<file path="src/pkg/clock_timer_standby_cfg.svh">
// Constants for the clock, timer and standby controller.
// Assumes inclusion by bare name from the package; the design file uses its macros without including it.
`ifndef CLOCK_TIMER_STANDBY_CFG_SVH
`define CLOCK_TIMER_STANDBY_CFG_SVH

// Internal oscillator half period in fast clock cycles (10 MHz, 100 ns).
`define CLK_PERIOD_NS 100
`define OSC_HALF_NS 800
`define OSC_HALF_CYCLES (`OSC_HALF_NS / `CLK_PERIOD_NS)
`define OSC_CNT_W 4

// Port output pointer values and accumulator bit positions.
`define REQ_ENABLE_PTR 4'hf
`define REQ_ENABLE_BIT 3
`define COUNT_SEL_PTR 4'hb
`define COUNT_SEL_HI_BIT 2
`define COUNT_SEL_LO_BIT 1

// Reset values and the timer maximum.
`define COUNT_SEL_RESET 2'h0
`define TIMER_RESET 8'h00
`define TIMER_MAX 8'hff

// Prescaler terminal values for divide by 256, 32 and 4.
`define PRE_DIV256_MAX 8'hff
`define PRE_DIV32_MAX 5'h1f
`define PRE_DIV4_MAX 2'h3

// Synchroniser input positions.
`define SYNC_OSC 0
`define SYNC_EVENT 1
`define SYNC_RESET 2
`define SYNC_W 3

`endif

</file>
<file path="src/pkg/clock_timer_standby_pkg.sv">
// Types shared by the clock, timer and standby controller.
// Assumes the constants header is on the include path.
`include "clock_timer_standby_cfg.svh"

package clock_timer_standby_pkg;

    // Count pulse sources selected by the two mode bits.
    typedef enum logic [1:0] {
        SRC_DIV256 = 2'b00,
        SRC_EVENT = 2'b01,
        SRC_DIV32 = 2'b10,
        SRC_DIV4 = 2'b11
    } count_src_type;

endpackage

</file>
<file path="src/clock_timer_standby_ctrl.sv">
// Clock generation, standby flip-flops, count source selection, 8-bit
// timer/event counter and the two test request flags.
// Assumes the CPU issues one-cycle instruction strobes on clk and that the
// pins come from outside the clk domain.
`timescale 1ns/1ps
`default_nettype none

module clock_timer_standby_ctrl
    import clock_timer_standby_pkg::*;
(
    input wire logic clk, // Fast sampling clock, 10 MHz.
    input wire logic reset_n, // Asynchronous reset, active low.
    input wire logic ceramic_strap, // High selects ceramic variant, taken after reset.
    input wire logic ext_clk_sel, // RC variant: high takes external clock.
    input wire logic osc_in_pin, // Oscillator input or external clock pin.
    input wire logic event_input_pin, // Event and external request pin.
    input wire logic reset_pin, // Device reset pin, active high.
    input wire logic stop_instr, // Stop instruction strobe.
    input wire logic halt_instr, // Halt instruction strobe.
    input wire logic timer_instr, // Timer clear instruction strobe.
    input wire logic skip_on_flag_instr, // Skip-on-flag instruction strobe.
    input wire logic skip_sel_ext, // Skip target: 1 external flag, 0 timer flag.
    input wire logic port_out_instr, // Port output instruction strobe.
    input wire logic [3:0] port_ptr, // Pointer value of the port output.
    input wire logic [3:0] acc, // Accumulator value of the port output.
    output logic osc_out_pin, // Inverted oscillator output pin.
    output logic sys_clk, // System clock level.
    output logic cpu_clk, // CPU clock level.
    output logic cpu_tick, // One-cycle pulse per CPU clock period.
    output logic stop_mode, // Stop flip-flop.
    output logic halt_mode, // Halt flip-flop.
    output logic [1:0] count_source_select, // Count source mode bits.
    output logic [7:0] timer_count, // Timer/event counter value.
    output logic timer_req_flag, // Timer overflow request flag.
    output logic ext_req_flag, // External request flag.
    output logic ext_req_enable, // External request enable bit.
    output logic skip_result // Flag value seen by the last skip instruction.
);

    logic [`SYNC_W-1:0] sync1;
    logic [`SYNC_W-1:0] sync2;
    logic [`SYNC_W-1:0] sync3;
    logic [`SYNC_W-1:0] pin_level;
    logic [`SYNC_W-1:0] pin_rise;
    logic [`SYNC_W-1:0] pin_fall;
    logic strap_taken;
    logic ceramic;
    logic rst_level;
    logic rst_fall;
    logic [`OSC_CNT_W-1:0] osc_cnt;
    logic sys_prev;
    logic sys_rise;
    logic [7:0] prescale;
    logic count_pulse;
    logic any_flag;
    logic count_sel_lo;
    logic count_sel_hi;
    count_src_type src;

    // Pins pass three flops; a change counts once the second and third agree.
    generate
        for (genvar i = 0; i < `SYNC_W; i++) begin : g_sync
            always_ff @(posedge clk or negedge reset_n) begin
                if (!reset_n) begin
                    sync1[i] <= 1'b0;
                    sync2[i] <= 1'b0;
                    sync3[i] <= 1'b0;
                    pin_level[i] <= 1'b0;
                end else begin
                    sync1[i] <= (i == `SYNC_OSC) ? osc_in_pin :
                                (i == `SYNC_EVENT) ? event_input_pin : reset_pin;
                    sync2[i] <= sync1[i];
                    sync3[i] <= sync2[i];
                    if (sync2[i] == sync3[i]) begin
                        pin_level[i] <= sync3[i];
                    end
                end
            end
            assign pin_rise[i] = (sync2[i] == sync3[i]) && sync3[i] && !pin_level[i];
            assign pin_fall[i] = (sync2[i] == sync3[i]) && !sync3[i] && pin_level[i];
        end
    endgenerate

    assign rst_level = pin_level[`SYNC_RESET];
    assign rst_fall = pin_fall[`SYNC_RESET];
    assign any_flag = timer_req_flag || ext_req_flag;
    assign count_sel_lo = count_source_select[0];
    assign count_sel_hi = count_source_select[1];
    assign src = count_src_type'({count_sel_hi, count_sel_lo});

    // The variant strap is caught by a clocked process after reset release.
    always_ff @(posedge clk or negedge reset_n) begin
        if (!reset_n) begin
            strap_taken <= 1'b0;
            ceramic <= 1'b0;
        end else if (!strap_taken) begin
            strap_taken <= 1'b1;
            ceramic <= ceramic_strap;
        end
    end

    // Oscillator: an internal half-period counter, or the external clock on
    // the RC variant. It freezes while the stop flip-flop is set.
    always_ff @(posedge clk or negedge reset_n) begin
        if (!reset_n) begin
            osc_cnt <= '0;
            sys_clk <= 1'b0;
        end else if (stop_mode) begin
            osc_cnt <= '0;
        end else if (!ceramic && ext_clk_sel) begin
            sys_clk <= pin_level[`SYNC_OSC];
        end else if (osc_cnt == `OSC_CNT_W'(`OSC_HALF_CYCLES - 1)) begin
            osc_cnt <= '0;
            sys_clk <= !sys_clk;
        end else begin
            osc_cnt <= osc_cnt + `OSC_CNT_W'(1);
        end
    end

    // The output pin is the inverted oscillator, as in buffer mode.
    always_ff @(posedge clk or negedge reset_n) begin
        if (!reset_n) begin
            osc_out_pin <= 1'b1;
            sys_prev <= 1'b0;
        end else begin
            osc_out_pin <= !sys_clk;
            sys_prev <= sys_clk;
        end
    end

    // Ceramic reset keeps the oscillator running but withholds its supply so
    // an unsettled clock never reaches the logic.
    assign sys_rise = sys_clk && !sys_prev && !(ceramic && rst_level);

    // Divide by two, fed only while halt is clear.
    always_ff @(posedge clk or negedge reset_n) begin
        if (!reset_n) begin
            cpu_clk <= 1'b0;
            cpu_tick <= 1'b0;
        end else begin
            cpu_tick <= sys_rise && !halt_mode && cpu_clk;
            if (sys_rise && !halt_mode) begin
                cpu_clk <= !cpu_clk;
            end
        end
    end

    // Stop flip-flop. Entry is refused while any request flag is set.
    always_ff @(posedge clk or negedge reset_n) begin
        if (!reset_n) begin
            stop_mode <= 1'b0;
        end else if (ceramic && rst_level) begin
            stop_mode <= 1'b0;
        end else if (!ceramic && (any_flag || rst_fall)) begin
            stop_mode <= 1'b0;
        end else if (stop_instr && !any_flag) begin
            stop_mode <= 1'b1;
        end
    end

    // Halt flip-flop. Ceramic reset holds it set; the reset fall itself releases it.
    always_ff @(posedge clk or negedge reset_n) begin
        if (!reset_n) begin
            halt_mode <= 1'b0;
        end else if (ceramic && rst_level && !rst_fall) begin
            halt_mode <= 1'b1;
        end else if (any_flag || rst_fall) begin
            halt_mode <= 1'b0;
        end else if (halt_instr && !any_flag) begin
            halt_mode <= 1'b1;
        end
    end

    // Prescaler runs on the supplied system clock, so it stops with stop.
    always_ff @(posedge clk or negedge reset_n) begin
        if (!reset_n) begin
            prescale <= 8'h00;
        end else if (rst_level) begin
            prescale <= 8'h00;
        end else if (sys_rise) begin
            prescale <= prescale + 8'h01;
        end
    end

    // Count pulse multiplexer. The event pin keeps counting during stop.
    always_comb begin
        case (src)
            SRC_DIV256: count_pulse = sys_rise && (prescale == `PRE_DIV256_MAX);
            SRC_EVENT: count_pulse = pin_rise[`SYNC_EVENT];
            SRC_DIV32: count_pulse = sys_rise && (prescale[4:0] == `PRE_DIV32_MAX);
            SRC_DIV4: count_pulse = sys_rise && (prescale[1:0] == `PRE_DIV4_MAX);
            default: count_pulse = 1'b0;
        endcase
    end

    // Mode bits and request enable, written by the port output instruction.
    always_ff @(posedge clk or negedge reset_n) begin
        if (!reset_n) begin
            count_source_select <= `COUNT_SEL_RESET;
            ext_req_enable <= 1'b0;
        end else if (rst_level) begin
            count_source_select <= `COUNT_SEL_RESET;
            ext_req_enable <= 1'b0;
        end else if (port_out_instr && port_ptr == `REQ_ENABLE_PTR) begin
            ext_req_enable <= acc[`REQ_ENABLE_BIT];
        end else if (port_out_instr && port_ptr == `COUNT_SEL_PTR) begin
            count_source_select <= {acc[`COUNT_SEL_HI_BIT], acc[`COUNT_SEL_LO_BIT]};
        end
    end

    // Timer/event counter; it wraps from its maximum to zero by itself.
    always_ff @(posedge clk or negedge reset_n) begin
        if (!reset_n) begin
            timer_count <= `TIMER_RESET;
        end else if (rst_level || timer_instr) begin
            timer_count <= `TIMER_RESET;
        end else if (count_pulse) begin
            timer_count <= timer_count + 8'h01;
        end
    end

    // Request flags: a set arriving with a software clear still wins.
    always_ff @(posedge clk or negedge reset_n) begin
        if (!reset_n) begin
            timer_req_flag <= 1'b0;
            ext_req_flag <= 1'b0;
        end else if (rst_level) begin
            timer_req_flag <= 1'b0;
            ext_req_flag <= 1'b0;
        end else begin
            if (count_pulse && timer_count == `TIMER_MAX) begin
                timer_req_flag <= 1'b1;
            end else if (timer_instr || (skip_on_flag_instr && !skip_sel_ext)) begin
                timer_req_flag <= 1'b0;
            end
            if (pin_rise[`SYNC_EVENT] && ext_req_enable) begin
                ext_req_flag <= 1'b1;
            end else if (skip_on_flag_instr && skip_sel_ext) begin
                ext_req_flag <= 1'b0;
            end
        end
    end

    // Skip decision is taken from the flag value before it is cleared.
    always_ff @(posedge clk or negedge reset_n) begin
        if (!reset_n) begin
            skip_result <= 1'b0;
        end else if (skip_on_flag_instr) begin
            skip_result <= skip_sel_ext ? ext_req_flag : timer_req_flag;
        end
    end
endmodule

`default_nettype wire

</file>
<file path="config.mk">
export PLATFORM = sky130hd
export DESIGN_NAME = clock_timer_standby_ctrl
export DESIGN_NICKNAME = d
export VERILOG_FILES = /design/src/pkg/clock_timer_standby_pkg.sv /design/src/clock_timer_standby_ctrl.sv
export VERILOG_INCLUDE_DIRS = /design/src /design/src/pkg
export SDC_FILE = /design/constraint.sdc
export NUM_CORES = 1
export LEC_CHECK = 0
export ABC_AREA = 0
export BUFFER_PORTS_ARGS = -buffer_cell sky130_fd_sc_hd__buf_2
export CAP_MARGIN = 20
export CORE_MARGIN = 3
export CORE_UTILIZATION = 39
export DETAILED_ROUTE_END_ITERATION = 10
export PLACE_DENSITY = 0.7
export SYNTH_ARGS = -nofsm -noshare
export SYNTH_HDL_FRONTEND = slang
export SYNTH_SLANG_ARGS = --single-unit
</file>
<file path="constraint.sdc">
create_clock -name clk -period 2.3 [get_ports clk]
set_input_delay 0 -clock clk [delete_from_list [all_inputs] [get_ports clk]]
set_output_delay 0 -clock clk [all_outputs]
set_load 0.005 [all_outputs]
</file>
==> metrics.txt, run 1 <==
outcome=finished clean; RSZ-0062 raised after global routing=false; CP Launch Type=register; Setup CP Type=reg -> reg; final setup fails=0; Synth warnings=0; # nets final=276; first-pass GRT wire length=7107 µm; total wire length=4071 µm; TNS Setup=0 ps; Highest Clock Rate=0.4677 GHz; post-CTS resize count=0; Hold Fails Final Rpt=0; clock tree sinks=47; drt via density=4.899; Mapped Cells=191; First-pass DRT Iterations=5; I/O pin cnt=41; gpl congestion=0.7749; Final Instance Area=2531 µm²; clock buffer depth=2; largest net degree at the start of global routing=27; initial antenna violation count=0; Antenna diodes=0; Worst Path Required=2510 ps; sequential share of the synthesized area=58.27%; Worst Skew=6.894 ps; post-route clock period utilization=92.96%; Cell Area, Synth=2021 µm²; Horiz. Die Dim=77.98 µm; vias in the first global route=1513; Syn Area/Cell=10.58 µm²; 1st-iter DRT viols=65; port bufs=39; mean routed wirelength per cell=12.88 µm; placed insts=296; Area after DPL=2300 µm²; most common flop cell mapped by yosys=dfrtp_1; GRT Residual Overflow=0; Synth Register Bits=47; PD cells=719.0 nW/µm²; Worst-path clk slew=90 ps; fraction of registers with async set/reset=100.0%; fin crit period=2138 ps; CTS tree=built; Max-Slew Margin vs Limit=60.45%; Worst EP arrival=2350 ps; num rows=25; Worst VDD drop=0.5066 mV; CORE AREA=4880 µm²; layout cells sized above 1=23.29%; Final Power=1.820 mW; Pins Over Slew Limit=0; Num CTS Buffers=5; area grow syn2layout=25.26%; DRC viols=0; Max-Cap Viols=0; total die area=6081 µm²; Setup crit end kind=register; critical path peak fanout=9; Post-synth EDFFs=0; worst-margin pin slew=593.2 ps; H-tree Lvls=2; die height=77.98 µm; LEAKAGE=1.187 nW; GRT Util Overall=14.70%; dpl hpwl=2858 µm; starting density of the core=41.41%; Layout Cells excl Fill=316; DR vias=1548; antenna-violating nets left=0; Hold WC Path Type=in -> reg; Worst-Skew Late Latency=290 ps; syn nets=218; count of different cell masters after synthesis=38; Root Driver=clkbuf_8
-- layout make-up --
type	count	area (µm²)
fillers	456	2349
flip-flops and latches	47	1177
clock inverters	2	37.54
well taps	67	83.83
repair buffers	55	342.8
clock buffers	5	68.82
multi-input cells	134	798.3
inverters	6	22.52
-- worst max-delay path, stage by stage, from the launching register on --
cell,delay [ps]
dfrtp_1,410
ha_1,210
and3_2,200
ha_1,180
mux2_2,250
a32oi_1,190
o22a_2,250
buf_4,160
o21ai_0,70
a21oi_1,140
-- cell usage after synthesis (3+ instances only) --
library cell | number | share of area (%)
a21oi_1 | 18 | 4.5
nand3_1 | 8 | 2.0
dfrtp_1 | 46 | 57
or3_1 | 3 | 0.93
xor2_1 | 6 | 2.6
nand2_1 | 22 | 4.1
xnor2_1 | 3 | 1.3
nor2_1 | 19 | 3.5
inv_1 | 6 | 1.1
o21ai_0 | 12 | 3.0
nor3b_1 | 3 | 1.1
ha_1 | 6 | 3.7
or4_1 | 4 | 1.5
mux2_2 | 3 | 1.7
-- power breakdown --
| group | internal [mW] | total [mW] | leakage [nW] | switching, mW |
|---|---|---|---|---|
| registers | 0.909 | 0.971 | 0.605 | 0.0617 |
| logic | 0.128 | 0.269 | 0.531 | 0.141 |
| clock network | 0.318 | 0.580 | 0.0502 | 0.262 |
-- cells in the final DEF (no fill, tap or decap), types with 8 or more instances in the layout --
cell type,Yosys,layout
buf_2,0,39
dlygate4sd3_1,0,11
nor2_1,19,19
nand2_1,22,22
dfrtp_1,46,46
a21oi_1,18,18
o21ai_0,12,12
nand3_1,8,8
-- through the flow --
step                util, %  hold slack [ps]  setup slack [ps]
floorplan                 -           -295.6             341.5
global placement      47.13            48.14             191.7
detailed placement    47.13            55.15             138.5
CTS                   51.56            22.20             119.2
global route          51.87            33.60             2.079
finish                51.87            24.55             161.8
-- logic make-up (layout without fill, tap and decap cells) --
family	Yosys count	count (layout)	synth area share, %
other cells	1	1	0.1856
mux	5	5	2.662
simple gates	73	73	17.71
xor+xnor	9	9	3.901
fa+ha+maj	7	7	4.210
buf+inv	10	68	2.229
compound gates	39	39	10.84
flops	47	47	58.27
-- final timing paths --
check,to,startpoint,depth (start not counted),slack [ps]
worst min-delay path,halt_mode$_DFFE_PN0P_,halt_instr,3,20
min in group asynchronous,osc_cnt[1]$_DFFE_PN0P_,reset_n,2,240
worst max register to register,timer_count[2]$_DFFE_PN0P_,prescale[1]$_DFFE_PN0P_,9,160
max in group asynchronous,prescale[0]$_DFFE_PN0P_,reset_n,3,1470
worst min register to register,sync2[0]$_DFF_PN0_,sync1[0]$_DFF_PN0_,0,360
worst max-delay path,timer_count[2]$_DFFE_PN0P_,prescale[1]$_DFFE_PN0P_,9,160
-- flip-flops by register name, indices dropped and copies added (netlist names), 2 cells and up --
register and flops:
timer_count 8, sync3 3, pin_level 2, prescale 8, count_source_select 2, sync2 3
osc_cnt 4, sync1 3
-- what timing repair did --
item	4_1_cts	5_1_grt
hold endpoints to repair	33	0
hold buffers	11	0
setup buffers	0	2
endpoints found under the setup margin	0	3
-- metal layers --
metal / part of all wire [%] / GRT usage, % / wire, µm / up-vias
met2: 49 / 23.80 / 1983 / 31
met4: 0.71 / 4.720 / 29 / 0
met5: 0 / 0 / 0 / -
li1: - / - / - / 778
met3: 3.7 / 3.132 / 149 / 2
met1: 47 / 19.70 / 1908 / 737
No activity file was read; power rests on OpenSTA's default activity.
==> run 2, diff against run 1 <==
--- a/config.mk
+++ b/config.mk
@@ -9,10 +9,12 @@
 export ABC_AREA = 0
 export BUFFER_PORTS_ARGS = -buffer_cell sky130_fd_sc_hd__buf_2
 export CAP_MARGIN = 20
+export CELL_PAD_IN_SITES_DETAIL_PLACEMENT = 2
+export CELL_PAD_IN_SITES_GLOBAL_PLACEMENT = 2
 export CORE_MARGIN = 3
-export CORE_UTILIZATION = 39
+export CORE_UTILIZATION = 34
 export DETAILED_ROUTE_END_ITERATION = 10
-export PLACE_DENSITY = 0.7
+export PLACE_DENSITY = 0.88
 export SYNTH_ARGS = -nofsm -noshare
 export SYNTH_HDL_FRONTEND = slang
 export SYNTH_SLANG_ARGS = --single-unit
==> run 2 against run 1 <==
Against the previous run:
- register-to-register slack got worse by 130 ps
- cell area up 3.8%
- largest cell class unchanged
- utilization is 5.3 points lower
==> metrics.txt, run 2 (same netlist as run 1, synthesis figures left out) <==
mean routed wirelength per cell=20.32 µm (+58%); gpl congestion=0.7796 (+0.61%); Highest Clock Rate=0.4402 GHz (-5.9%); vias in the first global route=1966 (+30%); clock tree sinks=47 (unchanged); outcome=finished clean; final setup fails=0 (unchanged); clock buffer depth=2 (unchanged); total wire length=6685 µm (+64%); I/O pin cnt=41 (unchanged); antenna-violating nets left=0 (unchanged); Switch Pwr=573.2 µW (+23%); Pins Over Slew Limit=0 (unchanged); LEAKAGE=1.245 nW (+4.9%); area grow syn2layout=29.97%; Hold Path Origin=port_ptr[2]; port bufs=39 (unchanged); worst-margin pin slew=726.9 ps (+133.7 ps); Antenna diodes=0 (unchanged); share of total power in combinational logic=17.0% (+2.2 points); num rows=27 (+8.0%); post-route clock period utilization=98.77% (+5.8 points); GRT Util Overall=18.71% (+4.0 points); layout cells sized above 1=27.24% (+3.9 points); starting density of the core=35.82% (-5.6 points); total die area=6904 µm² (+14%); post-layout util=46.55% (-5.3 points); Hold Slack=44.24 ps (+19.69 ps); GRT Residual Overflow=0 (unchanged); CORE AREA=5642 µm² (+16%); PD cells=758.7 nW/µm² (+5.5%); Worst Skew=5.971 ps (-0.9234 ps); Max-Slew Margin vs Limit=51.54% (-8.9 points); placed insts=301 (+1.7%); # fillers=596 (+31%); Num CTS Buffers=5 (unchanged); largest net degree at the start of global routing=31 (+15%); first-pass GRT wire length=10180 µm (+43%); CTS tree=built; DR vias=1718 (+11%); Worst Hold Path Cells=4 (+1); Worst Path Required=2540 ps (+30 ps); drt via density=5.222 (+6.6%); Area after DPL=2306 µm² (+0.27%); FF-to-FF Start=prescale[0]$_DFFE_PN0P_; dpl hpwl=3693 µm (+29%); Worst VDD drop=0.4295 mV (-15%); critical path peak fanout=7 (-2); most frequent cells in the layout=dfrtp_1, buf_2, nand2_1; CP Launch Type=register; 1st-iter DRT viols=83 (+28%); Setup CP Type=reg -> reg; TNS Setup=0 ps (unchanged); biggest registers after layout=prescale (8), timer_count (8), osc_cnt (4); Final Instance Area=2626 µm² (+3.8%); Worst-Skew Late Latency=310 ps (+20 ps); Setup crit end kind=register; # nets final=283 (+2.5%); Max-Cap Viols=0 (unchanged); Horiz. Die Dim=83.09 µm (+6.6%); Worst EP arrival=2510 ps (+160 ps); Worst Setup Slack, final=28.33 ps (-133.5 ps); Reg-to-Reg End=timer_count[7]$_DFFE_PN0P_; Clock Power Share=33.5% (+1.6 points); Hold WC Path Type=in -> reg; fin crit period=2272 ps (+133.5 ps); share of total power in sequential cells=49.5% (-3.8 points); DRC viols=0 (unchanged); most common cell after layout, fill and taps aside=dfrtp_1; die height=83.09 µm (+6.6%); worst r2r path cells=8 (-1); First-pass DRT Iterations=4 (-1); Layout Cells excl Fill=329 (+4.1%); Hold Path End=count_source_select[1]$_DFFE_PN0P_; Root Driver=clkbuf_8; Final Power=1.993 mW (+9.5%); Worst-path clk slew=100 ps (about the same); Int Power=1.419 mW (+4.8%); H-tree Lvls=2 (unchanged); initial antenna violation count=0 (unchanged); flop2flop setup slack=30 ps (-130 ps); pre-CTS setup slack=-4.110 ps (-142.6 ps); switch share=28.77% (+3.2 points); Hold Fails Final Rpt=0 (unchanged)
-- run 2: layout make-up --
class | count | area [µm²] | area share, %
Clock inverter | 2 | 38.79 | 1.477
Tap cell | 72 | 90.09 | 3.430
Clock buffer | 6 | 82.58 | 3.144
Timing Repair Buffer | 62 | 395.4 | 15.05
Inverter | 6 | 22.52 | 0.8576
Sequential cell | 47 | 1177 | 44.83
Multi-Input combinational cell | 134 | 819.5 | 31.21
-- run 2: what timing repair did --
item | 4_1_cts | 5_1_grt
endpoints found under the hold margin | 38 | 0
setup buffers | 3 | 6
pin swaps | 1 | 4
endpoints found under the setup margin | 1 | 7
hold buffers | 11 | 0
resized for setup | 0 | 5
-- run 2: power by group through the flow --
stage                     combinational (mW)  sequential [mW]  clock, mW
after floorplan                        0.138            0.980          0
after global placement                 0.242            0.990          0
after detailed placement               0.252            0.995          0
after CTS                              0.281            0.982      0.680
after global routing                   0.372            0.996      0.721
final                                  0.338            0.986      0.668
-- run 2: worst max path at each step --
stage | from | endpoint | cells after the start | slack (ps)
floorplan | prescale[0]$_DFFE_PN0P_ | timer_count[5]$_DFFE_PN0P_ | 8 | 340
global placement | prescale[0]$_DFFE_PN0P_ | timer_count[7]$_DFFE_PN0P_ | 8 | 160
detailed placement | prescale[0]$_DFFE_PN0P_ | timer_count[7]$_DFFE_PN0P_ | 8 | -4
CTS | prescale[0]$_DFFE_PN0P_ | timer_count[7]$_DFFE_PN0P_ | 8 | 50
global route | prescale[0]$_DFFE_PN0P_ | timer_count[5]$_DFFE_PN0P_ | 8 | -30
finish | prescale[0]$_DFFE_PN0P_ | timer_count[7]$_DFFE_PN0P_ | 8 | 30
-- run 2: worst max-delay path, cell delays in order (launching register included) --
cell and delay (ps):
dfrtp_1 410, ha_2 230, and3_4 200, ha_1 130, mux2_2 150, a32oi_2 70, o22a_2 290, or4_4 530
a21oi_2 180
-- run 2: metal layers --
metal / global-route usage, % / vias to the layer above / share of wire (%)
li1: - / 789 / -
met1: 21.23 / 893 / 41
met2: 34.77 / 30 / 55
met3: 3.770 / 6 / 2.5
met4: 6.092 / 0 / 1.5
met5: 0 / - / 0
==> run 3, diff against run 2 <==
==> constraint.sdc (replaced) <==
create_clock -name clk -period 2.3 [get_ports clk]
set_input_delay 0.23 -clock clk [delete_from_list [all_inputs] [get_ports clk]]
set_output_delay 0.23 -clock clk [all_outputs]
set_load 0.005 [all_outputs]
==> run 3 against run 2 <==
Against the previous run:
- flip-flop and latch count is the same
- worst setup slack better by 59 ps
- clock power is 3.6% lower
- combinational power is 6.2% lower
- fmax up 2.7%
- clock-buffer cell count shrank 1
- highest routed layer unchanged
- critical path type unchanged
- sequential power is essentially flat
==> metrics.txt, run 3 (same netlist as run 1, synthesis figures left out) <==
outcome=finished clean; area grow syn2layout=23.03%; total die area=6904 µm² (unchanged); Hold Fails Final Rpt=0 (unchanged); largest net degree at the start of global routing=20 (-35%); antenna-violating nets left=0 (unchanged); Hold Path Origin=osc_in_pin; First-pass DRT Iterations=4 (unchanged); mean routed wirelength per cell=18.92 µm (-6.9%); Num CTS Buffers=5 (unchanged); I/O pin cnt=41 (unchanged); worst r2r path cells=8 (unchanged); GRT Util Overall=17.63% (-1.1 points); fin crit period=2213 ps (-59.02 ps); CP Launch Type=register; Worst Setup Slack, final=87.35 ps (+59.02 ps); # fillers=597 (+0.17%); FF-to-FF Start=prescale[1]$_DFFE_PN0P_; post-route clock period utilization=96.20% (-2.6 points); H-tree Lvls=2 (unchanged); Area after DPL=2306 µm² (unchanged); Worst Skew=4.761 ps (-1.209 ps); CTS tree=built; clock buffer depth=2 (unchanged); Setup CP Type=reg -> reg; layout cells sized above 1=26.14% (-1.1 points); Worst-path clk slew=100 ps (about the same); GRT Residual Overflow=0 (unchanged); biggest registers after layout=prescale (8), timer_count (8), osc_cnt (4); gpl congestion=0.7558 (-3.1%); Max-Cap Viols=0 (unchanged); LEAKAGE=1.166 nW (-6.3%); starting density of the core=35.82% (unchanged); Worst EP arrival=2460 ps (-50 ps); area of the multi-input gates=838.3 µm² (+2.3%); Antenna diodes=0 (unchanged); TNS Setup=0 ps (unchanged); final setup fails=0 (unchanged); critical path peak fanout=6 (-1); Worst VDD drop=0.2733 mV (-36%); DR vias=1642 (-4.4%); Worst Hold Path Cells=1 (-3); Hold WC Path Type=in -> reg; CORE AREA=5642 µm² (unchanged); worst-margin pin slew=550.8 ps (-176.2 ps); Root Driver=clkbuf_8; PD cells=783.7 nW/µm² (+3.3%); flop2flop setup slack=90 ps (+60 ps); RSZ-0062 raised after global routing=false; # nets final=267 (-5.7%); dpl hpwl=4006 µm (+8.5%); Setup crit end kind=register; Worst-Skew Late Latency=310 ps (about the same); Horiz. Die Dim=83.09 µm (unchanged); Hold Path End=sync1[0]$_DFF_PN0_; DRC viols=0 (unchanged); most frequent cells in the layout=dfrtp_1, buf_2, nand2_1; die height=83.09 µm (unchanged); port bufs=39 (unchanged); CP Launch Point=prescale[1]$_DFFE_PN0P_; pre-CTS setup slack=32.40 ps (+36.51 ps); most common cell after layout, fill and taps aside=dfrtp_1; Pins Over Slew Limit=0 (unchanged); initial antenna violation count=0 (unchanged); Max-Slew Margin vs Limit=63.20% (+12 points); vias in the first global route=1828 (-7.0%); Worst Path Required=2540 ps (about the same); Final Instance Area=2486 µm² (-5.3%); 1st-iter DRT viols=105 (+27%); FF/Latch Area=1177 µm² (unchanged); num rows=27 (unchanged); first-pass GRT wire length=9611 µm (-5.6%); total wire length=5922 µm (-11%); Highest Clock Rate=0.4519 GHz (+2.7%); Reg-to-Reg End=timer_count[7]$_DFFE_PN0P_; drt via density=5.246 (+0.46%); clock tree sinks=47 (unchanged)
run 3: metal layers:
metal / vias up / track usage [%] / wire [µm]
met5: - / 0 / 0
met4: 0 / 5.944 / 76
met3: 6 / 3.472 / 145
met2: 25 / 30.90 / 3128
met1: 850 / 21.59 / 2571
li1: 761 / - / -
run 3: report_power, final:
group          leakage [nW]  switching (mW)  total (mW)  internal, mW
logic                 0.506           0.181       0.317         0.135
clock network        0.0548           0.316       0.644         0.328
registers             0.605          0.0787       0.988         0.909
total                  1.17           0.576        1.95          1.37
run 3: layout make-up:
cell class                 count  area share [%]
sequential                    47           47.36
clock buffer                   5           2.768
inverter                       6          0.9059
clock inverter                 3           1.862
tap                           72           3.624
timing repair buffer          45           9.763
multi-input combinational    135           33.72
run 3: how the worst max path moves through the flow:
| stage | cells past startpoint | slack [ps] | endpoint |
|---|---|---|---|
| floorplan | 8 | 340 | timer_count[5]$_DFFE_PN0P_ |
| global placement | 8 | 150 | timer_count[7]$_DFFE_PN0P_ |
| detailed placement | 8 | 30 | timer_count[5]$_DFFE_PN0P_ |
| CTS | 8 | 6 | timer_count[5]$_DFFE_PN0P_ |
| global route | 8 | 5 | timer_count[5]$_DFFE_PN0P_ |
| finish | 8 | 90 | timer_count[7]$_DFFE_PN0P_ |
run 3: worst max-delay path, stage by stage, from the launching register on:
cell     delay (ps)
dfrtp_1         440
ha_4            170
and3_4          190
ha_1            150
mux2_2          150
a32oi_2          80
o22a_1          280
or4_1           530
a21oi_1         150
run 3: timing repair:
item / CTS / global route
buffers inserted: 0 / 2
setup endpoints to repair: 0 / 7
gates resized for setup: 0 / 6
hold buffers: 1 / 0
endpoints found under the hold margin: 12 / 0
run 3: metrics by stage:
stage / power, mW / cells / hold WS [ps] / utilization [%]
floorplan: 1.119 / 191 / -65.59 / -
global placement: 1.230 / 301 / 150.3 / 40.87
detailed placement: 1.259 / 301 / 157.1 / 40.87
CTS: 1.913 / 310 / 4.316 / 43.09
global route: 2.049 / 313 / 7.761 / 44.07
finish: 1.948 / 313 / 12.68 / 44.07
